### src/pchr_params.svh
`ifndef PCHR_PARAMS_SVH
`define PCHR_PARAMS_SVH
// Function
// Status reads normal, writes only clear flags.
// Bit 15 sets on any parity error.
// Bit 14 sets on system error, write-one clears.
// Bit 13 sets on master abort, write-one clears.
// Bit 12 sets on received target abort.
// Bit 11 sets on signalled target abort.
// Medium select timing; select two clocks later.
// Bit 8 needs parity pin, mastership, response enable.
// Bit 7 follows fast back-to-back option only.
// Bits 6 and 5 read zero always.
// Bit 4 follows power-management option only.
// Class bytes read 00h, 00h, 02h.
// Line size, header, self-test read zero.
// Latency timer counts from master frame start.
// Expired timer ends burst when grant drops.
// Latency register read/write, resets to zero.
// I/O base keeps bits 31-7, 128 bytes.
// I/O base bit 0 reads one.
// Memory base keeps bits 31-7, low zero.
// Software programs memory base before memory access.
// Subsystem codes from EEPROM, else defaults.
// Read-only revision byte reports controller revision.
// Response enable gates parity pin drive, sampling.
// Reserved status and I/O bits read zero.

// =============================================================
// Configuration offsets (byte addresses of dwords).
`define PCHR_OFS_ID 8'h00
`define PCHR_OFS_CMD_STS 8'h04
`define PCHR_OFS_CLASS 8'h08
`define PCHR_OFS_MISC 8'h0C
`define PCHR_OFS_IO_BASE 8'h10
`define PCHR_OFS_MEM_BASE 8'h14
`define PCHR_OFS_SUBSYS 8'h2C

// =============================================================
// Field layouts and fixed values.
`define PCHR_STS_W1C_MASK 16'hF900
`define PCHR_BIT_PAR_SEEN 15
`define PCHR_BIT_SYS_ERR 14
`define PCHR_BIT_MABT_RCV 13
`define PCHR_BIT_TABT_RCV 12
`define PCHR_BIT_TABT_SIG 11
`define PCHR_BIT_DPD 8
`define PCHR_SEL_TIMING_MEDIUM 2'h1
`define PCHR_PROG_IF 8'h00
`define PCHR_SUBCLASS 8'h00
`define PCHR_BASECLASS 8'h02
`define PCHR_CMD_RESP_BIT 6
`define PCHR_BASE_LSB 7
`define PCHR_IO_LOW_BITS 7'h01
`define PCHR_MEM_LOW_BITS 7'h00
`define PCHR_LAT_RESET 8'h00
`define PCHR_SEL_DELAY 2
`endif

### src/pchr_pkg.sv
package pchr_pkg;
    // Latency timer state.
    typedef struct packed {
        logic [7:0] count;
        logic running;
        logic expired;
    } pchr_lat_state_s;

    // Configuration header state.
    typedef struct packed {
        logic [15:0] flags;
        logic resp_en;
        logic [7:0] lat_value;
        logic [24:0] io_base;
        logic [24:0] mem_base;
        logic [15:0] subsystem_vendor_code;
        logic [15:0] subsystem_code;
        logic [31:0] rdata;
        logic rvalid;
        logic perr_drive;
        logic [1:0] sel_pipe;
        logic devsel;
        logic burst_end;
    } pchr_state_s;
endpackage

### src/pchr_lat_timer.sv
`include "pchr_params.svh"

module pchr_lat_timer import pchr_pkg::*; #(
    parameter int LT_W = 8
) (
    input wire logic clk_sys,
    input wire logic reset,
    input wire logic frame_start,
    input wire logic frame_active,
    input wire logic [7:0] lat_value,
    output logic expired
);
    // =============================================================
    // Elaboration check.
    if (LT_W != 8) begin : g_bad_width
        $error("pchr_lat_timer supports an 8-bit latency value only.");
    end

    pchr_lat_state_s st_r;
    pchr_lat_state_s st_nxt;

    // =============================================================
    // Counts clocks from the master frame start; a released frame discards it.
    always_comb begin
        st_nxt = st_r;
        if (frame_start) begin
            st_nxt.count = 8'h00;
            st_nxt.running = 1'b1;
            st_nxt.expired = (lat_value == 8'h00);
        end else if (!frame_active) begin
            st_nxt.running = 1'b0;
            st_nxt.expired = 1'b0;
        end else if (st_r.running && !st_r.expired) begin
            st_nxt.count = st_r.count + 8'h01;
            st_nxt.expired = ((st_r.count + 8'h01) >= lat_value);
        end
    end

    // State register.
    always_ff @(posedge clk_sys or posedge reset) begin
        if (reset) begin
            st_r <= '0;
        end else begin
            st_r <= st_nxt;
        end
    end

    assign expired = st_r.expired;
endmodule // pchr_lat_timer

### src/pchr_regs.sv
`include "pchr_params.svh"

module pchr_regs import pchr_pkg::*; #(
    parameter logic [7:0] REVISION = 8'h01, // Arbitrary value.
    parameter logic [15:0] DEF_SUBSYSTEM_VENDOR_CODE = 16'h1A2B, // Arbitrary value.
    parameter logic [15:0] DEF_SUBSYSTEM_CODE = 16'h3C4D, // Arbitrary value.
    parameter int LT_W = 8
) (
    input wire logic clk_sys,
    input wire logic reset,
    input wire logic cfg_rd,
    input wire logic cfg_wr,
    input wire logic [7:0] cfg_addr,
    input wire logic [3:0] cfg_be,
    input wire logic [31:0] cfg_wdata,
    output logic [31:0] cfg_rdata,
    output logic cfg_rvalid,
    input wire logic fast_b2b_option,
    input wire logic pm_option,
    input wire logic par_err_evt,
    input wire logic serr_evt,
    input wire logic master_abort_evt,
    input wire logic target_abort_rcv_evt,
    input wire logic target_abort_sig_evt,
    input wire logic tgt_data_par_err,
    input wire logic perr_sensed,
    input wire logic master_op,
    input wire logic tgt_frame_evt,
    input wire logic tgt_end,
    input wire logic mst_frame_start,
    input wire logic mst_frame_active,
    input wire logic gnt_n,
    input wire logic ee_done,
    input wire logic ee_present,
    input wire logic [15:0] ee_subsystem_vendor_code,
    input wire logic [15:0] ee_subsystem_code,
    output logic parity_response_enable,
    output logic perr_drive,
    output logic devsel_assert,
    output logic burst_end_req
);
    // =============================================================
    // Elaboration check.
    if (LT_W != 8) begin : g_bad_width
        $error("pchr_regs supports an 8-bit latency register only.");
    end

    // Decoding used by both the read and write paths.
    function automatic logic hit(input logic [7:0] addr, input logic [7:0] ofs);
        hit = (addr[7:2] == ofs[7:2]);
    endfunction

    pchr_state_s st_r;
    pchr_state_s st_nxt;
    logic lat_expired;
    logic [15:0] sts_read;
    logic [15:0] set_vec;
    logic [15:0] clr_vec;
    logic dpd_cond;

    // =============================================================
    // Latency timer for master bursts.
    pchr_lat_timer #(
        .LT_W(LT_W)
    ) u_lat (
        .clk_sys(clk_sys),
        .reset(reset),
        .frame_start(mst_frame_start),
        .frame_active(mst_frame_active),
        .lat_value(st_r.lat_value),
        .expired(lat_expired)
    );

    // =============================================================
    // Status read image and flag events.
    always_comb begin
        sts_read = st_r.flags & `PCHR_STS_W1C_MASK;
        sts_read[10:9] = `PCHR_SEL_TIMING_MEDIUM;
        sts_read[7] = fast_b2b_option;
        sts_read[6] = 1'b0;
        sts_read[5] = 1'b0;
        sts_read[4] = pm_option;
        sts_read[3:0] = 4'h0;
        dpd_cond = (tgt_data_par_err || perr_sensed) && master_op && st_r.resp_en;
        set_vec = 16'h0000;
        set_vec[`PCHR_BIT_PAR_SEEN] = par_err_evt;
        set_vec[`PCHR_BIT_SYS_ERR] = serr_evt;
        set_vec[`PCHR_BIT_MABT_RCV] = master_abort_evt;
        set_vec[`PCHR_BIT_TABT_RCV] = target_abort_rcv_evt;
        set_vec[`PCHR_BIT_TABT_SIG] = target_abort_sig_evt;
        set_vec[`PCHR_BIT_DPD] = dpd_cond;
        clr_vec = 16'h0000;
        if (cfg_wr && hit(cfg_addr, `PCHR_OFS_CMD_STS)) begin
            clr_vec[15:8] = cfg_be[3] ? cfg_wdata[31:24] : 8'h00;
            clr_vec[7:0] = cfg_be[2] ? cfg_wdata[23:16] : 8'h00;
            clr_vec = clr_vec & `PCHR_STS_W1C_MASK;
        end
    end

    // =============================================================
    // Next-state logic: register writes, reads, pins and burst end.
    always_comb begin
        st_nxt = st_r;
        // Sets win over a clear in the same cycle.
        st_nxt.flags = ((st_r.flags & ~clr_vec) | set_vec) & `PCHR_STS_W1C_MASK;

        if (cfg_wr) begin
            if (hit(cfg_addr, `PCHR_OFS_CMD_STS) && cfg_be[0]) begin
                st_nxt.resp_en = cfg_wdata[`PCHR_CMD_RESP_BIT];
            end
            if (hit(cfg_addr, `PCHR_OFS_MISC) && cfg_be[1]) begin
                st_nxt.lat_value = cfg_wdata[15:8];
            end
            if (hit(cfg_addr, `PCHR_OFS_IO_BASE)) begin
                if (cfg_be[3]) st_nxt.io_base[24:17] = cfg_wdata[31:24];
                if (cfg_be[2]) st_nxt.io_base[16:9] = cfg_wdata[23:16];
                if (cfg_be[1]) st_nxt.io_base[8:1] = cfg_wdata[15:8];
                if (cfg_be[0]) st_nxt.io_base[0] = cfg_wdata[`PCHR_BASE_LSB];
            end
            if (hit(cfg_addr, `PCHR_OFS_MEM_BASE)) begin
                if (cfg_be[3]) st_nxt.mem_base[24:17] = cfg_wdata[31:24];
                if (cfg_be[2]) st_nxt.mem_base[16:9] = cfg_wdata[23:16];
                if (cfg_be[1]) st_nxt.mem_base[8:1] = cfg_wdata[15:8];
                if (cfg_be[0]) st_nxt.mem_base[0] = cfg_wdata[`PCHR_BASE_LSB];
            end
        end

        // Subsystem codes replace the defaults once the EEPROM is read.
        if (ee_done && ee_present) begin
            st_nxt.subsystem_vendor_code = ee_subsystem_vendor_code;
            st_nxt.subsystem_code = ee_subsystem_code;
        end

        // Read data is registered and valid for one cycle.
        st_nxt.rvalid = cfg_rd;
        st_nxt.rdata = 32'h0000_0000;
        if (cfg_rd) begin
            unique case (1'b1)
                hit(cfg_addr, `PCHR_OFS_CMD_STS): begin
                    st_nxt.rdata = {sts_read, 9'h000, st_r.resp_en, 6'h00};
                end
                hit(cfg_addr, `PCHR_OFS_CLASS): begin
                    st_nxt.rdata = {`PCHR_BASECLASS, `PCHR_SUBCLASS, `PCHR_PROG_IF,
                                    REVISION};
                end
                hit(cfg_addr, `PCHR_OFS_MISC): begin
                    st_nxt.rdata = {16'h0000, st_r.lat_value, 8'h00};
                end
                hit(cfg_addr, `PCHR_OFS_IO_BASE): begin
                    st_nxt.rdata = {st_r.io_base, `PCHR_IO_LOW_BITS};
                end
                hit(cfg_addr, `PCHR_OFS_MEM_BASE): begin
                    st_nxt.rdata = {st_r.mem_base, `PCHR_MEM_LOW_BITS};
                end
                hit(cfg_addr, `PCHR_OFS_SUBSYS): begin
                    st_nxt.rdata = {st_r.subsystem_code, st_r.subsystem_vendor_code};
                end
                default: begin
                    st_nxt.rdata = 32'h0000_0000;
                end
            endcase
        end

        // Parity pin is driven on target data errors only when enabled.
        st_nxt.perr_drive = tgt_data_par_err && st_r.resp_en && !master_op;

        // Device select follows the target frame by two clocks.
        st_nxt.sel_pipe = {st_r.sel_pipe[0], tgt_frame_evt};
        if (tgt_end) begin
            st_nxt.devsel = 1'b0;
        end else if (st_r.sel_pipe[0]) begin
            st_nxt.devsel = 1'b1;
        end

        // An expired timer ends the burst once grant is removed.
        st_nxt.burst_end = lat_expired && mst_frame_active && gnt_n;
    end

    // =============================================================
    // State register.
    always_ff @(posedge clk_sys or posedge reset) begin
        if (reset) begin
            st_r <= '0;
            st_r.lat_value <= `PCHR_LAT_RESET;
            st_r.subsystem_vendor_code <= DEF_SUBSYSTEM_VENDOR_CODE;
            st_r.subsystem_code <= DEF_SUBSYSTEM_CODE;
        end else begin
            st_r <= st_nxt;
        end
    end

    // Outputs come straight from the state register.
    assign cfg_rdata = st_r.rdata;
    assign cfg_rvalid = st_r.rvalid;
    assign parity_response_enable = st_r.resp_en;
    assign perr_drive = st_r.perr_drive;
    assign devsel_assert = st_r.devsel;
    assign burst_end_req = st_r.burst_end;
endmodule // pchr_regs

### config.mk
export PLATFORM = sky130hd
export DESIGN_NAME = pchr_regs
export DESIGN_NICKNAME = d
export VERILOG_FILES = /design/src/pchr_pkg.sv /design/src/pchr_lat_timer.sv /design/src/pchr_regs.sv
export VERILOG_INCLUDE_DIRS = /design/src
export SDC_FILE = /design/constraint.sdc
export NUM_CORES = 1
export LEC_CHECK = 0
export BUFFER_PORTS_ARGS = -buffer_cell sky130_fd_sc_hd__buf_2
export CAP_MARGIN = 30
export CORE_ASPECT_RATIO = 0.9
export CORE_MARGIN = 8
export CORE_UTILIZATION = 49
export CTS_CLUSTER_DIAMETER = 60
export DETAILED_ROUTE_END_ITERATION = 12
export PLACE_DENSITY_LB_ADDON = 0.2
export SYNTH_ARGS = -nofsm -noshare
export SYNTH_HDL_FRONTEND = slang
export SYNTH_HIERARCHICAL = 1
export SYNTH_SLANG_ARGS = --single-unit
### constraint.sdc
create_clock -name clk_sys -period 4.45 [get_ports clk_sys]
set_input_delay 0.89 -clock clk_sys [delete_from_list [all_inputs] [get_ports clk_sys]]
set_output_delay 0.89 -clock clk_sys [all_outputs]
set_load 0.01 [all_outputs]
==> results of run 1 <==
## layer usage
metal / global-route usage / share of wire
met5: 0 / 0.00081
met4: 0.04777 / 0.0070
met3: 0.06250 / 0.070
met2: 0.2767 / 0.48
met1: 0.2373 / 0.45
## power groups by stage
stage / combinational, mW / sequential, mW / clock [mW]
2_1_floorplan: 0.174 / 1.49 / 0
3_3_place_gp: 0.249 / 1.50 / 0
3_5_place_dp: 0.261 / 1.51 / 0
4_1_cts: 0.263 / 1.48 / 1.51
5_1_grt: 0.287 / 1.50 / 1.57
6_report: 0.258 / 1.49 / 1.48
## synthesized netlist by cell type (2+ instances only)
cell / count
mux2_2: 91
nor2_2: 2
nand4_1: 3
nand2b_1: 2
buf_4: 36
a222oi_1: 11
dfstp_2: 15
and3_1: 11
nor4_1: 2
nand3_1: 4
or3_1: 4
and4_1: 3
inv_1: 11
xnor2_1: 7
dfrtp_1: 129
nand2_1: 35
a21o_1: 6
ha_1: 9
nor2_1: 17
mux2i_1: 2
xor2_1: 5
buf_2: 8
a21oi_1: 29
buf_1: 3
clkbuf_1: 7
o21ai_0: 3
a22oi_1: 20
nor3_1: 6
## cell usage in the layout (no fill, tap or decap), types with 3 or more instances in the layout
master       n
dfstp_2     15
or3_1        4
ha_1         9
buf_2      125
nand3_1      4
clkbuf_1     5
a21oi_1     29
nor2_1      17
and3_1      11
bufinv_16    4
xnor2_1      7
nand4_1      3
inv_1       10
mux2_2      91
a21o_1       6
nand2_1     34
a22oi_1     20
nor3_1       6
dfrtp_1    129
o21ai_0      3
and4_1       3
clkbuf_16   17
buf_4        7
a222oi_1    11
xor2_1       5
## layout make-up
class	count	area, µm²
Clock inverter	9	157.7
Inverter	11	46.29
Timing Repair Buffer	132	678.2
Fill cell	1039	5150
Multi-Input combinational cell	290	2370
Tap cell	164	205.2
Sequential cell	144	3622
Clock buffer	23	457.9
## worst paths after layout
check,from,end,depth (start not counted)
worst max-delay path,cfg_addr[7],st_r[76],5
max in group asynchronous,reset,st_r[51],3
worst max register to register,u_lat/st_r[2],u_lat/expired,9
worst min-delay path,st_nxt[3],devsel_assert,2
worst min register to register,st_nxt[3],devsel_assert,2
min in group asynchronous,reset,u_lat/st_r[7],2
## worst min-delay path, stage by stage, from the launching register on
cell and delay, ns:
dfrtp_1 0.32, nor2_1 0.04, nor2_1 0.08
## through the flow
step | std cells | area [µm²] | power (mW)
5_1_grt | 773 | 7537 | 3.354
4_1_cts | 773 | 7537 | 3.254
3_3_place_gp | 741 | 6922 | 1.748
6_report | 773 | 7537 | 3.228
2_1_floorplan | 499 | 6379 | 1.660
3_5_place_dp | 741 | 6922 | 1.766
## cells by family after synthesis
family                     synth area share
buffers and inverters               0.06101
AOI/OAI and AO/OA                   0.08317
xor gates and xnor gates            0.01648
muxes                                0.1638
adders and majority gates           0.01765
DFF                                  0.5679
and+or+nand+nor                     0.09004
==> qor.yml, run 1 <==
critical_path:
  critical_path.top_delay_family: "simple AND/OR/NAND/NOR gates"
  path_buf_inv: 1
  critPathKind: "in2reg"
  startpoint_type: "primary input"
  endpoint_kind: "flip-flop"
  slowest_delay_ns: 0.70
  critPathRequiredTime_ns: 4.74
  worstPathArrival_ns: 3.00
  cp_cell_sequence: "buf_2 > or4b_1 > nor2_4 > and3_1 > mux2_2"
  r2r_setup_slack_ns: 2.20
  cp_slowest_cell: "or4b_1"
  cp_max_fo: 14
synth:
  synth-seq-cells: 144
  avgSynthCellArea_um2: 12.78
  async_flop_share: 1.000
  synth_area_leaders: "dfrtp_1 51%, mux2_2 16%, dfstp_2 6.2%"
  syn_inst: 499
  ys_seq_area_frac: 0.5679
  synth_enable_flop_cells: 0
  netlist_area_um2: 6379
  yosys.area.top_type: "dfrtp_1"
  yosysUniqueCellTypes: 46
  ys_warn_count: 6
  synthFlopType: "dfrtp_1"
  synth_top_area_frac: 0.5061
  synth_nets: 605
clock_network:
  cts_setup_buffers: 0
  h-tree-depth: 4
  clockBufferDepth: 2
  cts.clk_slew.worst_paths_ns: 0.06
  cts_tree: "done"
  numCtsBuffers: 17
  cts.sinks: 144
  insertion_delay_ns: 0.42
  cts-root-buf: "clkbuf_16"
  postCtsHoldBufs: 0
  cts-resized-gates: 0
floorplanning:
  die_h_um: 124.2
  ios: 134
  die_w_um: 136.3
  coreArea_um2: 12690
  dieArea_um2: 16930
  rows: 39
  initial_core_util: 0.5028
global_route:
  grt_usage: 0.1803
  grt_max_degree: 87
  grt_pass1_vias: 4446
  antenna_found_initial: 1
  grt_pass1_wl_um: 23810
  grt.overflow.total: 0
routing:
  drtAntennaViolNets: 0
  drt_wl_total_um: 14830
  vias_per_cell: 5.479
  first_iter_violations: 360
  wl_per_cell_um: 19.18
  via_count: 4235
  firstDrtPassIters: 5
  drc: 0
power:
  p_leak_nw: 3.579
  ir_drop_mv: 0.2472
  power.density_nw_per_um2: 428.2
  p_seq_frac: 0.460
  p_comb_frac: 0.080
  p_sw_frac: 0.2202
  switchingPower_uw: 710.9
  power.share.clock: 0.460
  p_int_mw: 2.517
layout:
  layout-area-overhead-vs-synth_pct: 18.16
  finish.utilization: 0.5941
  diodes: 0
  layout-drive-gt1-share: 0.4565
  largest_reg_flops: 96
  regMostFlops: "st_r"
  final_net_count: 702
run_status:
  outcome: "complete, no violations"
timing:
  setup_viol: 0
  finClkSkew_ns: 0.009818
  fin_crit_ns: 2.711
  worstMarginPinSlew_ns: 1.003
  rsz0062_at_grt: "false"
  fmax_mhz: 368.9
  drv_slew: 0
  relSlewSlack: 0.3263
  finalHoldViolations: 0
  fin_crit_sh: 0.6092
  holdWs_ns: 0.4757
  fin_setup_tns_ns: 0
  setup_ws_ns: 1.739
run:
  maxCapViolations: 0
placement:
  dp_slack_ns: 1.321
  globalplace.congestion: 0.7932
  io_buffers: 125
  dpl.hpwl_um: 10200
hold_path:
  hp-class: "reg2reg"
No activity file was read; power rests on OpenSTA's default activity.
==> inputs of run 2 (changes only) <==
clock period = 2.2 ns   (was 4.45 ns; I/O delays follow)
==> run 2 against run 1 <==
Compared with the run above:
- clock power grew 99%
- die area did not move
- clock-buffer cell count is 2 lower
- critical path depth is 4 higher
- power grew 100%
- cell count is 2.8% higher
- non-clock buffer count grew 23
- global-route usage shrank 0.34 points
- highest routed layer unchanged
- hold slack got worse by 0.44 ns
==> qor.yml, run 2 (same netlist as run 1, synthesis figures left out) <==
clock_network:
  numCtsBuffers: 17  # unchanged
  cts-root-buf: "clkbuf_16"
  cts_setup_buffers: 0  # unchanged
  cts.clk_slew.worst_paths_ns: 0.06  # about the same
  cts_tree: "done"
  postCtsHoldBufs: 0  # unchanged
  cts-resized-gates: 0  # unchanged
  clockBufferDepth: 2  # unchanged
  cts.sinks: 144  # unchanged
  h-tree-depth: 4  # unchanged
  insertion_delay_ns: 0.42  # about the same
layout:
  fill_cells: 1032  # -0.67%
  diodes: 0  # unchanged
  instances_no_fill: 795  # +2.8%
  multi_input_area_um2: 2370  # unchanged
  final_net_count: 725  # +3.3%
  layout_commonest_cell: "dfrtp_1"
  final-seq-area_um2: 3622  # unchanged
  regMostFlops: "st_r"
  layout-area-overhead-vs-synth_pct: 21.66
  finish.instance_area_um2: 7760  # +3.0%
  largest_reg_flops: 96  # unchanged
  mostFrequentLayoutCells: "129 x dfrtp_1, 125 x buf_2, 91 x mux2_2"
  finish.utilization: 0.6116  # +0.01755
  layout-drive-gt1-share: 0.4770  # +0.02053
global_route:
  grt_pass1_wl_um: 23580  # -0.98%
  antenna_found_initial: 3  # +2
  grt_usage: 0.1769  # -0.003395
  grt.overflow.total: 0  # unchanged
  grt_pass1_vias: 4599  # +3.4%
  grt_max_degree: 106  # +22%
power:
  p_sw_frac: 0.2196  # -0.0006556
  p_int_mw: 5.066  # +100%
  p_comb_frac: 0.084  # +0.004
  p_seq_frac: 0.462  # +0.002
  power.density_nw_per_um2: 836.5  # +95%
  p_leak_nw: 3.698  # +3.3%
  power.share.clock: 0.454  # -0.006
  switchingPower_mw: 1.425  # +100%
  ir_drop_mv: 0.5770  # +130%
timing:
  drv_slew: 0  # unchanged
  worstMarginPinSlew_ns: 0.5718  # -0.4311 ns
  rsz0062_at_grt: "false"
  finClkSkew_ns: 0.007983  # -0.001836 ns
  fin_crit_ns: 2.093
  finalHoldViolations: 0  # unchanged
  fin_crit_sh: 0.9511
  setup_viol: 0  # unchanged
  fmax_mhz: 477.9
  relSlewSlack: 0.6188  # +0.2925
floorplanning:
  coreArea_um2: 12690  # unchanged
  ios: 134  # unchanged
  initial_core_util: 0.5028  # unchanged
  die_h_um: 124.2  # unchanged
  rows: 39  # unchanged
  die_w_um: 136.3  # unchanged
  dieArea_um2: 16930  # unchanged
routing:
  first_iter_violations: 288  # -20%
  via_count: 4315  # +1.9%
  met2WireLength_um: 6988  # -1.2%
  m1WireLength_um: 6363  # -3.6%
  firstDrtPassIters: 5  # unchanged
  top_layer_used: "met5"
  drtAntennaViolNets: 0  # unchanged
  wl_met3_um: 1200  # +16%
  vias_per_cell: 5.428  # -0.93%
  drt_wl_total_um: 14710  # -0.82%
  drc: 0  # unchanged
  wl_per_cell_um: 18.50  # -3.6%
placement:
  dp.cells: 764  # +3.1%
  place_area_um2: 7156  # +3.4%
  globalplace.congestion: 0.7995  # +0.79%
  dpl.hpwl_um: 10560  # +3.6%
  io_buffers: 125  # unchanged
critical_path:
  critPathRequiredTime_ns: 2.49  # -2.25 ns
  endpoint_kind: "flip-flop"
  startpoint_type: "flip-flop"
  worstPathArrival_ns: 2.38  # -0.62 ns
  cp_max_fo: 3  # -11
  r2r_setup_slack_ns: 0.11  # -2.09 ns
  critPathKind: "reg2reg"
run_status:
  outcome: "complete, no violations"
run:
  maxCapViolations: 0  # unchanged
hold_path:
  hp-class: "in2async"
-- run 2: cell count changes in the layout (fill, tap and decap cells not counted), sizes merged --
cell      delta
buf         +23
clkbuf       -2
clkinvlp     +3
inv          -2
-- run 2: metrics by stage --
stage / setup TNS [ns] / total power [mW] / worst slack, ns / hold slack, ns
after detailed placement: -3.118 / 3.592 / -0.1336 / 0.4645
after global placement: -2.828 / 3.554 / -0.1001 / 0.4521
final: 0 / 6.491 / 0.1075 / 0.03794
after global routing: 0 / 6.749 / 0.02835 / 0.06298
after CTS: 0 / 6.546 / 0.1069 / 0.03878
after floorplan: 0 / 3.359 / 0.07269 / 0.2802
-- run 2: worst paths after layout --
kind	start	end	cells after the start
worst min register to register	st_nxt[3]	devsel_assert	2
worst max-delay path	u_lat/st_r[3]	u_lat/expired	9
min in group clk_sys	tgt_frame_evt	st_nxt[3]	1
max in group asynchronous	reset	st_r[119]	3
worst min-delay path	reset	u_lat/st_r[2]	2
worst max register to register	u_lat/st_r[3]	u_lat/expired	9
-- run 2: layer usage --
| layer | track usage | vias up |
|---|---|---|
| li1 | - | 1989 |
| met1 | 0.2245 | 2168 |
| met2 | 0.2755 | 136 |
| met3 | 0.07218 | 16 |
| met4 | 0.04132 | 6 |
| met5 | 0 | - |
-- run 2: layout make-up --
type,instances,area share
clock buffers,21,0.05676
inverters,11,0.005805
well taps,164,0.02644
repair buffers,155,0.1177
multi-input cells,290,0.3054
clock inverters,10,0.02112
flip-flops and latches,144,0.4668
-- run 2: worst max-delay path, cell delays in order, from the launching register on --
cell     delay [ns]
dfrtp_1        0.38
ha_1           0.22
nand3_1        0.12
nor2_1         0.14
xor2_1         0.20
ha_1           0.29
a21o_1         0.17
nand2_1        0.06
a31oi_1        0.06
or3_1          0.34
-- run 2: power groups by stage --
stage	clock network (mW)	registers, mW	logic (mW)
floorplan	0	3.01	0.352
global placement	0	3.03	0.525
detailed placement	0	3.04	0.550
CTS	3.00	3.00	0.553
global route	3.12	3.02	0.602
finish	2.95	3.00	0.543
